**src/hdl/mlbs_params.svh**
```systemverilog
// Constants for the multiplier lane byte select block
`ifndef MLBS_PARAMS_SVH
`define MLBS_PARAMS_SVH

// ----------------------------------------------------------------
// Widths
// ----------------------------------------------------------------
`define MLBS_BUS_W     72
`define MLBS_OP_W      8
`define MLBS_HALF      8
`define MLBS_MULTS     16
`define MLBS_POS_W     7
`define MLBS_CNT_W     4
`define MLBS_SEL_W     8
`define MLBS_W8        8
`define MLBS_W7        7

// ----------------------------------------------------------------
// Lane selector codes
// ----------------------------------------------------------------
`define MLBS_C_I8_X1   8'h00
`define MLBS_C_I8_X2   8'h01
`define MLBS_C_I8_SPH  8'h20
`define MLBS_C_I8_X4H  8'h21
`define MLBS_C_I7_X1   8'h07
`define MLBS_C_I7_X2   8'h08
`define MLBS_C_I7_SPH  8'h27
`define MLBS_C_I7_X4H  8'h28

// ----------------------------------------------------------------
// Lane counts and bit positions
// ----------------------------------------------------------------
`define MLBS_N_I8_X1   4'h4
`define MLBS_N_FULL    4'h8
`define MLBS_N_I7_X1   4'h5
`define MLBS_N_I7_X2H  4'h2
`define MLBS_P_ZERO    7'h00
`define MLBS_P_I8_B    7'h20
`define MLBS_P_I7_B    7'h23
`define MLBS_P_I7_X2H  7'h38

`endif

```
**src/hdl/mlbs_pkg.sv**
```systemverilog
// Types shared by the multiplier lane byte select block
`include "mlbs_params.svh"

package mlbs_pkg;

	// Number format of one half
	typedef enum logic [1:0] {
		MLBS_FMT_NONE,
		MLBS_FMT_INT8,
		MLBS_FMT_INT7
	} mlbs_fmt_e;

	// Operand pair for one multiplier
	typedef struct packed {
		logic [`MLBS_OP_W-1:0] a;
		logic [`MLBS_OP_W-1:0] b;
	} mlbs_pair_s;

	// Four selected operand buses
	typedef struct packed {
		logic [`MLBS_BUS_W-1:0] hi_b;
		logic [`MLBS_BUS_W-1:0] hi_a;
		logic [`MLBS_BUS_W-1:0] lo_b;
		logic [`MLBS_BUS_W-1:0] lo_a;
	} mlbs_buses_s;

	// Decoded lane layout of one half
	typedef struct packed {
		logic                   ok;
		mlbs_fmt_e              fmt;
		logic [`MLBS_CNT_W-1:0] count;
		logic [`MLBS_POS_W-1:0] a_base;
		logic [`MLBS_POS_W-1:0] b_base;
	} mlbs_map_s;

	typedef mlbs_pair_s [`MLBS_HALF-1:0]  mlbs_half_t;
	typedef mlbs_pair_s [`MLBS_MULTS-1:0] mlbs_ops_t;

endpackage

```
**src/hdl/mlbs_lane_map.sv**
```systemverilog
// Combinational lane cutter for one half of the multiplier array
`timescale 1ns/10ps
`include "mlbs_params.svh"

module mlbs_lane_map
	import mlbs_pkg::*;
(
	input  wire logic [`MLBS_BUS_W-1:0] bus_a,
	input  wire logic [`MLBS_BUS_W-1:0] bus_b,
	input  wire logic [`MLBS_SEL_W-1:0] sel,
	input  wire logic                   upper,
	output mlbs_half_t                  lanes,
	output logic [`MLBS_HALF-1:0]       active,
	output logic                        map_ok
);

	// ----------------------------------------------------------------
	// Selector decode
	// ----------------------------------------------------------------
	// Upper half treats the low-half Int8 x1/x2 and Int7 x1 codes as unused
	function automatic mlbs_map_s decode(
		input logic [`MLBS_SEL_W-1:0] code,
		input logic                   up
	);
		mlbs_map_s m;
		m = '0;
		m.fmt = MLBS_FMT_NONE;
		if (!up) begin
			case (code)
				`MLBS_C_I8_X1: begin
					m = '{1'b1, MLBS_FMT_INT8, `MLBS_N_I8_X1,
						`MLBS_P_ZERO, `MLBS_P_I8_B};
				end
				`MLBS_C_I8_X2: begin
					m = '{1'b1, MLBS_FMT_INT8, `MLBS_N_FULL,
						`MLBS_P_ZERO, `MLBS_P_ZERO};
				end
				`MLBS_C_I7_X1: begin
					m = '{1'b1, MLBS_FMT_INT7, `MLBS_N_I7_X1,
						`MLBS_P_ZERO, `MLBS_P_I7_B};
				end
				`MLBS_C_I7_X2: begin
					m = '{1'b1, MLBS_FMT_INT7, `MLBS_N_FULL,
						`MLBS_P_ZERO, `MLBS_P_ZERO};
				end
				default: m.ok = 1'b0;
			endcase
		end else begin
			case (code)
				`MLBS_C_I8_X1, `MLBS_C_I8_X2, `MLBS_C_I7_X1: begin
					m.ok = 1'b1;
				end
				`MLBS_C_I7_X2: begin
					m = '{1'b1, MLBS_FMT_INT7, `MLBS_N_I7_X2H,
						`MLBS_P_I7_X2H, `MLBS_P_I7_X2H};
				end
				`MLBS_C_I8_SPH: begin
					m = '{1'b1, MLBS_FMT_INT8, `MLBS_N_I8_X1,
						`MLBS_P_ZERO, `MLBS_P_I8_B};
				end
				`MLBS_C_I8_X4H: begin
					m = '{1'b1, MLBS_FMT_INT8, `MLBS_N_FULL,
						`MLBS_P_ZERO, `MLBS_P_ZERO};
				end
				`MLBS_C_I7_SPH: begin
					m = '{1'b1, MLBS_FMT_INT7, `MLBS_N_I7_X1,
						`MLBS_P_ZERO, `MLBS_P_I7_B};
				end
				`MLBS_C_I7_X4H: begin
					m = '{1'b1, MLBS_FMT_INT7, `MLBS_N_FULL,
						`MLBS_P_ZERO, `MLBS_P_ZERO};
				end
				default: m.ok = 1'b0;
			endcase
		end
		return m;
	endfunction

	// lane width follows format
	// Cut one lane, narrow lanes are zero extended
	function automatic logic [`MLBS_OP_W-1:0] cut(
		input logic [`MLBS_BUS_W-1:0] bus,
		input logic [`MLBS_POS_W-1:0] pos,
		input logic                   narrow
	);
		logic [`MLBS_BUS_W-1:0] sh;
		sh = bus >> pos;
		return narrow ? {1'b0, sh[`MLBS_W7-1:0]} : sh[`MLBS_OP_W-1:0];
	endfunction

	// ----------------------------------------------------------------
	// Lane routing
	// ----------------------------------------------------------------
	mlbs_map_s              m;
	logic [`MLBS_POS_W-1:0] width;

	assign m      = decode(sel, upper);
	assign map_ok = m.ok;
	assign width  = (m.fmt == MLBS_FMT_INT7) ? `MLBS_POS_W'(`MLBS_W7)
		: `MLBS_POS_W'(`MLBS_W8);

	// cut from full-width buses
	// Lanes past the count stay zero so idle multipliers see no data
	always_comb begin
		logic [`MLBS_POS_W-1:0] step;
		step = '0;
		for (int i = 0; i < `MLBS_HALF; i++) begin
			active[i] = (`MLBS_CNT_W'(i) < m.count);
			lanes[i].a = active[i] ? cut(bus_a, m.a_base + step,
				m.fmt == MLBS_FMT_INT7) : '0;
			lanes[i].b = active[i] ? cut(bus_b, m.b_base + step,
				m.fmt == MLBS_FMT_INT7) : '0;
			step = step + width;
		end
	end

endmodule

```
**src/hdl/mlbs_top.sv**
```systemverilog
// Integer lane selection feeding sixteen multipliers
`timescale 1ns/10ps
`include "mlbs_params.svh"

// Notes on behaviour
// - Up to sixteen integer products per cycle
// - Buses cut into format-wide lanes
// - Low buses feed 7..0, high 15..8
// - Two selectors are fully independent
// - Widened modes change only upper selector
// - One source bus may carry both operands
// - Int8 and Int7 reach sixteen multipliers
// - Int8 x1: four lanes from low buses
// - Int8 x2: eight lanes from low buses
// - Int8 x4: eight more from high buses
// - Int8 split: four lanes per half
// - Int7 x1: five seven-bit lanes
// - Int7 x2: ten lanes, two from high
// - Int7 x4: eight more from high buses
// - Int7 split: five lanes per half
// - Each operand bus is 72 bits
module mlbs_top
	import mlbs_pkg::*;
#(
	parameter logic [`MLBS_SEL_W-1:0] LO_SEL = `MLBS_C_I8_X1,
	parameter logic [`MLBS_SEL_W-1:0] HI_SEL = `MLBS_C_I8_X1
) (
	input  wire logic              clock,
	input  wire logic              reset_n,
	input  wire logic              in_valid,
	input  wire mlbs_buses_s       buses,
	output logic                   out_valid,
	output mlbs_ops_t              ops,
	output logic [`MLBS_MULTS-1:0] active,
	output logic                   map_ok
);

	// ----------------------------------------------------------------
	// Lane routing for both halves
	// ----------------------------------------------------------------
	mlbs_half_t             lo_lanes;
	mlbs_half_t             hi_lanes;
	logic [`MLBS_HALF-1:0]  lo_act;
	logic [`MLBS_HALF-1:0]  hi_act;
	logic                   lo_ok;
	logic                   hi_ok;
	mlbs_ops_t              ops_r;
	logic [`MLBS_MULTS-1:0] active_r;
	logic                   valid_r;
	logic                   map_ok_r;

	// both operands may share one bus
	mlbs_lane_map u_lo (
		.bus_a  (buses.lo_a),
		.bus_b  (buses.lo_b),
		.sel    (LO_SEL),
		.upper  (1'b0),
		.lanes  (lo_lanes),
		.active (lo_act),
		.map_ok (lo_ok)
	);

	// separate selector for the upper half
	mlbs_lane_map u_hi (
		.bus_a  (buses.hi_a),
		.bus_b  (buses.hi_b),
		.sel    (HI_SEL),
		.upper  (1'b1),
		.lanes  (hi_lanes),
		.active (hi_act),
		.map_ok (hi_ok)
	);

	// ----------------------------------------------------------------
	// Output registers
	// ----------------------------------------------------------------
	// sixteen operand pairs, one per lane
	// operands held when no new data arrives
	always_ff @(posedge clock) begin
		if (!reset_n) begin
			ops_r <= '0;
		end else if (in_valid) begin
			ops_r <= {hi_lanes, lo_lanes};
		end
	end

	// Lane-in-use mask and code check follow the static selectors
	always_ff @(posedge clock) begin
		if (!reset_n) begin
			active_r <= '0;
			map_ok_r <= 1'b0;
		end else begin
			active_r <= {hi_act, lo_act};
			map_ok_r <= lo_ok & hi_ok;
		end
	end

	// Valid follows data by one register stage
	always_ff @(posedge clock) begin
		if (!reset_n) begin
			valid_r <= 1'b0;
		end else begin
			valid_r <= in_valid;
		end
	end

	assign ops       = ops_r;
	assign active    = active_r;
	assign out_valid = valid_r;
	assign map_ok    = map_ok_r;

	// Codes each half accepts; anything else must leave that half idle
	localparam logic LO_LISTED = (LO_SEL == `MLBS_C_I8_X1) ||
		(LO_SEL == `MLBS_C_I8_X2) || (LO_SEL == `MLBS_C_I7_X1) ||
		(LO_SEL == `MLBS_C_I7_X2);
	localparam logic HI_LISTED = (HI_SEL == `MLBS_C_I8_X1) ||
		(HI_SEL == `MLBS_C_I8_X2) || (HI_SEL == `MLBS_C_I7_X1) ||
		(HI_SEL == `MLBS_C_I7_X2) || (HI_SEL == `MLBS_C_I8_SPH) ||
		(HI_SEL == `MLBS_C_I8_X4H) || (HI_SEL == `MLBS_C_I7_SPH) ||
		(HI_SEL == `MLBS_C_I7_X4H);

	// Input copy for comparing against the registered lanes
	mlbs_buses_s buses_q;

	always_ff @(posedge clock) begin
		if (!reset_n) begin
			buses_q <= '0;
		end else begin
			buses_q <= buses;
		end
	end
endmodule

```
**config.mk**
```make
export PLATFORM = sky130hd
export DESIGN_NAME = mlbs_top
export DESIGN_NICKNAME = d
export VERILOG_FILES = /design/src/hdl/mlbs_pkg.sv /design/src/hdl/mlbs_lane_map.sv /design/src/hdl/mlbs_top.sv
export VERILOG_INCLUDE_DIRS = /design/src /design/src/hdl
export SDC_FILE = /design/constraint.sdc
export NUM_CORES = 1
export LEC_CHECK = 0
export ABC_AREA = 1
export ABC_CLOCK_PERIOD_IN_PS = 1300
export BUFFER_PORTS_ARGS = -buffer_cell sky130_fd_sc_hd__buf_4
export CAP_MARGIN = 20
export CORE_AREA = 2 2 217 219
export DETAILED_ROUTE_END_ITERATION = 8
export DIE_AREA = 0 0 219 221
export GPL_ROUTABILITY_DRIVEN = 0
export HOLD_SLACK_MARGIN = 0.05
export SETUP_SLACK_MARGIN = 0.3
export SLEW_MARGIN = 10
export SYNTH_ARGS = -nofsm -noshare
export SYNTH_HDL_FRONTEND = slang
export SYNTH_SLANG_ARGS = --single-unit
```
**constraint.sdc**
```tcl
create_clock -name clock -period 1.3 [get_ports clock]
set_clock_uncertainty 0.2 [all_clocks]
set_input_delay 0.065 -clock clock [delete_from_list [all_inputs] [get_ports clock]]
set_output_delay 0.065 -clock clock [all_outputs]
set_load 0.02 [all_outputs]
```
Word level (Yosys, flattened, before mapping)

Index checks and enable logic that the tools add are counted.

Bits of input ports: 291
Output and inout bits: 274
Bits in registers: 82

Multiplexer cells: 2

Operator list:

| cell              | count |
|---|---|
| 4-bit two-way mux | 1 |
| 1-bit two-way mux | 1 |

Depth between registers and ports, before layout

Gate-level depths: netlist (run 1).

Depth after elaboration: 1
Depth in mapped cells: 5
Mapped depth without buffers: 4

Modules after synthesis

A second synthesis (run 1) with hierarchy kept.

Cells, all modules: 9595
Area, all modules: 47899.7 um^2

By module, submodules not included:

| module                | area each (um^2) | cells an instance | sequential area each (um^2) | instances |
|---|---|---|---|---|
| mlbs_lane_map at u_hi | 18423.9          | 4015              | 0.0                         | 1 |
| mlbs_lane_map at u_lo | 18305.1          | 3902              | 0.0                         | 1 |
| mlbs_top              | 11170.7          | 1678              | 5485.3                      | 1 |

Worst setup path before layout (run 1)

OpenSTA, ideal clock, no wires.

Kind: reg2out
Start point: register active[2] (netlist name)
End point: output port active[0]
Buffers on the path: 1
Stages on the path, launching flop included: 2
Path slack: 0.374 ns
Required time: 1.035 ns
Data arrival time: 0.661 ns
Cell sequence: dfxtp_1 -> buf_4

RTL lines:

| item      | line           | RTL |
|---|---|---|
| to (decl) | mlbs_top.sv:34 | `` output logic [`MLBS_MULTS-1:0] active, `` |

==> reports/qor.csv, run 1 <==
stage,metric,value,unit
critical_path,crit-reg2reg-launch,ops[8],
timing,hold_viol_final,23,
cts,clk_pin_slew,0.06,ns
power_and_ir_drop,p_int,4350,uW
yosys,syn_inst,618,
cts,cts_tree,done,
critical_path,r2r_end,ops[8],
critical_path,crit_fanout,5,
critical_path,start_kind,flop,
grt,grt_pass1_wl,18100,um
yosys,syn_avg_cell_area,6.85,sq um
floorplanning,die_x,219,um
critical_path,ff2ff_setup_slack,0.42,ns
cts,cts_root_buf,clkbuf_16,
critical_path,crit_chain,buf_4,
route,ant_nets,0,
grt,grt_pass1_vias,3143,
place,io_buffers,136,
layout,layout-drive-gt1-share,28.3,%
floorplanning,placeableCoreArea,46100,sq um
timing,drv_slew,0,
layout,areaGrowthSynthToFinish,53.8,%
grt,grt.overflow.total,0,
cts,hold_buffers,63,
power_and_ir_drop,swShare,34.4,%
yosys,synth.distinct_cells,8,
run_status,status,"finished, violations left",
floorplanning,initial_core_util,9.19,%
cts,insertion_delay,0.35,ns
route,vias,3552,
critical_path,crit_path_top_delay_cell,dfxtp_4,
grt,grtUsageTotal,5.20,%
timing,period_share,88.6,%
power_and_ir_drop,p_clk_share,38.4,%
timing,whs,-0.154,ns
run_status,violations,negative hold slack,
floorplanning,io_pins,565,
hold_path,hp-start,reset_n,
critical_path,crit_buf_inv,1,
critical_path,arrival,0.89,ns
power_and_ir_drop,power.leakage,0.00341,uW
yosys,ys_seq_area_share,31.2,%
cts,clockBufferDepth,2,
floorplanning,fp-row-count,79,
layout,layout.cells.non_filler,1430,
hold_path,whs_path_depth,3,
cts,cts_sinks,66,
floorplanning,die_h,221,um
hold_path,hp-class,input pin to flop,
grt,grt_max_degree,41,
grt,antenna_found_initial,6,
place,place_inst,1345,
hold_path,hold_end,ops[19],
timing,setup_viol,0,
route,wl_per_cell,8.78,um
floorplanning,dieArea,48400,sq um
route,first_pass_iters,3,
timing,tns,0,ns
critical_path,crit_path_end_kind,output port,
flow_run,cap_violations,0,
yosys,yosys_warnings,0,
power_and_ir_drop,powerDensity,1020,nW/um^2
critical_path,cpPeakStageDelay,0.38,ns
place,placed_area,5210,sq um
power_and_ir_drop,power.total,6630,uW
power_and_ir_drop,ir_drop,0.462,mV
power_and_ir_drop,p_comb_share,27.0,%
layout,final_cell_area,6510,sq um
cts,cts_buffers,9,
critical_path,cp_top_family,flip-flops,
critical_path,r2r_cells,3,
route,wl,12600,um
critical_path,crit_type,flop to output port,
timing,rsz0062_at_grt,yes,
route,viasPerCell,2.48,
cts,htreeDepth,3,
power_and_ir_drop,p_switching,2280,uW
power_and_ir_drop,p_seq_share,34.6,%
yosys,syn_area,4230,sq um
layout,finish.utilization,14.1,%
timing,fin_crit,1.15,ns
place,hpwlAfterDp,9630,um
layout,fin_nets,1108,
critical_path,crit_required,1.03,ns
route,dr.first_iter.drc_count,57,
route,route.detailed.drc,0,
yosys,ys_ff_latch,66,
timing,max_freq,0.868,GHz
## worst max-delay path by stage
stage                         start        end  depth (start not counted)
final                     active[2]  active[3]                          1
after global routing      active[2]  active[2]                          1
after global placement     in_valid    ops[51]                          5
after detailed placement   in_valid    ops[51]                          5
after floorplan           active[2]  active[0]                          1
after CTS                 active[2]  active[3]                          1
## timing repair
| action | in CTS | in global routing |
|---|---|---|
| resized for setup | 133 | 0 |
| endpoints found under the setup margin | 70 | 70 |
| endpoints found under the hold margin | 66 | 50 |
| buffers inserted | 3 | 2 |
## layout make-up
class,instances,area [sq um]
fill,5266,39500
timing repair buffer,214,2070
multi-input combinational,461,1730
sequential,66,1410
tap,607,759
inverter,65,244
clock buffer,9,225
clock inverter,7,70.1
antenna,1,2.50
## per-layer routing
metal	vias up	track usage [%]	routed length (um)
met3	24	3.07	1780
met2	254	9.16	6000
li1	1768	-	-
met5	-	0	66
met1	1498	4.86	4470
met4	8	2.14	252
## metrics by stage
stage	hold slack (ns)	setup slack [ns]
after floorplan	-0.107	0.374
after global placement	0.152	0.192
after detailed placement	0.155	0.192
after CTS	-0.174	0.104
after global routing	-0.154	0.0982
final	-0.154	0.148
## cell families (layout without fill, tap and decap cells)
group,Yosys count,in the layout,synth area share (%)
other,1,205,0.0886
DFF,66,66,31.2
buffers and inverters,294,295,45.9
and+or+nand+nor,257,257,22.8
## flip-flops by register name, indices dropped and copies added, names as in the netlist
name,cells
out_valid,1
active,1
ops,64
## synthesized netlist by cell type
cell type / n / share of area [%]
dfxtp_1: 66 / 31
buf_2: 6 / 0.71
conb_1: 1 / 0.089
clkbuf_1: 1 / 0.089
inv_1: 65 / 5.8
buf_4: 222 / 39
nor2_1: 128 / 11
nand2_1: 129 / 11
## cell usage in the layout (no fill, tap or decap)
master,synthesis,layout
dfxtp_2,0,65
diode_2,0,1
nor2_1,128,128
buf_4,222,80
buf_12,0,5
clkinv_2,0,2
clkbuf_16,0,9
clkinvlp_4,0,4
dlygate4sd3_1,0,63
nand2_1,129,129
conb_1,1,204
inv_1,65,65
dfxtp_4,0,1
bufinv_16,0,1
buf_6,0,66
## power groups by stage
stage          clock (uW)  sequential, uW  combinational, uW
2_1_floorplan           0            2450               1330
3_3_place_gp            0            2280               1550
3_5_place_dp            0            2290               1550
4_1_cts              2740            2290               1800
5_1_grt              2790            2310               1960
6_report             2550            2290               1790
Power figures use the tool's default switching activity.
==> run 2: changes to the inputs <==
ABC_CLOCK_PERIOD_IN_PS = 1400   (was 1300)
clock period = 1.4 ns   (was 1.3 ns; I/O delays follow)
==> reports/qor.csv, run 2 (synthesized netlist as in run 1, its figures left out) <==
stage,metric,value,unit,change
route,vias,3505,,-1.3%
hold_path,hp-class,input pin to flop,,
cts,cts_tree,done,,
hold_path,hp-start,reset_n,,
floorplanning,die_x,219,um,unchanged
power_and_ir_drop,power.leakage,0.00343,uW,+0.83%
cts,cts_root_buf,clkbuf_16,,
layout,areaGrowthSynthToFinish,54.3,%,
cts,cts_buffers,9,,unchanged
critical_path,crit_required,1.13,ns,+0.10 ns
timing,period_share,82.4,%,
layout,final_cell_area,6530,sq um,+0.33%
grt,grt.overflow.total,0,,unchanged
cts,htreeDepth,3,,unchanged
grt,grt_max_degree,50,,+22%
timing,hold_viol_final,15,,-35%
flow_run,cap_violations,0,,unchanged
floorplanning,io_pins,565,,unchanged
route,route.detailed.drc,0,,unchanged
timing,whs,-0.182,ns,-0.0280 ns
route,wl,12600,um,about the same
hold_path,whs_path_depth,1,,-2
critical_path,crit_fanout,5,,unchanged
floorplanning,fp-row-count,79,,unchanged
floorplanning,die_h,221,um,unchanged
critical_path,cp_top_family,flip-flops,,
floorplanning,dieArea,48400,sq um,unchanged
route,viasPerCell,2.45,,-1.3%
grt,grt_pass1_vias,3048,,-3.0%
floorplanning,placeableCoreArea,46100,sq um,unchanged
layout,final_cell_mix,"conb_1, nand2_1, nor2_1",,
grt,grt_pass1_wl,17700,um,-1.9%
place,io_buffers,136,,unchanged
floorplanning,initial_core_util,9.19,%,unchanged
route,wl_per_cell,8.78,um,about the same
critical_path,crit_path_end_kind,output port,,
timing,max_freq,0.867,GHz,
critical_path,crit_buf_inv,1,,unchanged
cts,hold_buffers,65,,+3.2%
critical_path,cp_num_cells,1,,unchanged
route,ant_nets,0,,unchanged
run_status,status,"finished, violations left",,
place,place_inst,1343,,-0.15%
power_and_ir_drop,powerDensity,952,nW/um^2,-6.5%
layout,fin_nets,1109,,+0.090%
timing,drv_slew,0,,unchanged
critical_path,crit_chain,buf_4,,
cts,clockBufferDepth,2,,unchanged
cts,insertion_delay,0.36,ns,about the same
critical_path,crit_path_top_delay_cell,dfxtp_4,,
layout,layout-drive-gt1-share,28.2,%,-0.16 points
timing,setup_viol,0,,unchanged
critical_path,cpPeakStageDelay,0.38,ns,about the same
timing,layout_setup_ws,0.247,ns,+0.0986 ns
cts,cts_sinks,66,,unchanged
critical_path,r2r_cells,3,,unchanged
layout,layout.cells.non_filler,1430,,unchanged
place,placed_area,5200,sq um,-0.29%
place,hpwlAfterDp,9520,um,-1.2%
grt,grtUsageTotal,5.14,%,-0.055 points
grt,antenna_found_initial,1,,-5
run_status,violations,negative hold slack,,
critical_path,crit_type,flop to output port,,
timing,rsz0062_at_grt,yes,,
critical_path,start_kind,flop,,
power_and_ir_drop,ir_drop,0.366,mV,-21%
critical_path,crit_start,active[2],,
timing,tns,0,ns,unchanged
route,dr.first_iter.drc_count,64,,+12%
layout,final_common_cell,conb_1,,
route,first_pass_iters,4,,+1
timing,fin_crit,1.15,ns,
place,dp_slack,0.241,ns,+0.0496 ns
layout,antenna_cells,0,,-1
cts,clk_pin_slew,0.07,ns,about the same
layout,largest_register_ffs,64,,unchanged
critical_path,arrival,0.88,ns,about the same
critical_path,crit-reg2reg-launch,ops[44],,
## run 2: cell count changes in the layout (fill, tap and decap cells not counted), sizes merged
cell / previous run / this run
diode: 1 / 0
dlymetal6s4s: 0 / 1
clkinv: 2 / 3
inv: 65 / 66
clkinvlp: 4 / 1
dlygate4sd3: 63 / 64
buf: 151 / 150
clkbuf: 9 / 10
## run 2: metrics by stage
stage,power (uW),hold WS (ns),util [%]
finish,6220,-0.182,14.2
global placement,3550,0.157,11.3
global route,6630,-0.200,14.2
detailed placement,3550,0.161,11.3
floorplan,3510,-0.102,-
CTS,6410,-0.210,14.1
## run 2: path summary, 6_finish.rpt
| path | end | slack [ns] |
|---|---|---|
| worst min-delay path | active[2] | -0.18 |
| worst min register to register | ops[33] | 0.27 |
| worst max-delay path | active[3] | 0.25 |
| worst max register to register | ops[44] | 0.52 |
## run 2: cell type report
cell class | instances | area, sq um
Multi-Input combinational cell | 461 | 1730
Sequential cell | 66 | 1410
Clock buffer | 10 | 239
Fill cell | 5332 | 39500
Timing Repair Buffer | 215 | 2090
Clock inverter | 6 | 65.1
Tap cell | 607 | 759
Inverter | 65 | 244
## run 2: power breakdown
group	switching, uW	total [uW]	leakage, uW	internal (uW)
Clock	993	2420	0.000149	1430
Combinational	1040	1670	0.00272	630
Sequential	91.4	2130	0.000568	2040
Total	2120	6220	0.00343	4100
## run 2: timing repair
action	in CTS	in global routing
gates resized for setup	131	3
setup buffers	3	3
hold endpoints to repair	66	15
setup endpoints to repair	69	73
## run 2: per-layer routing
metal	part of all wire (%)	global-route usage, %	vias to the layer above
met5	0.13	0	-
met4	1.1	2.03	2
met3	12	2.64	10
met2	49	8.88	251
met1	38	5.22	1478
li1	-	-	1764
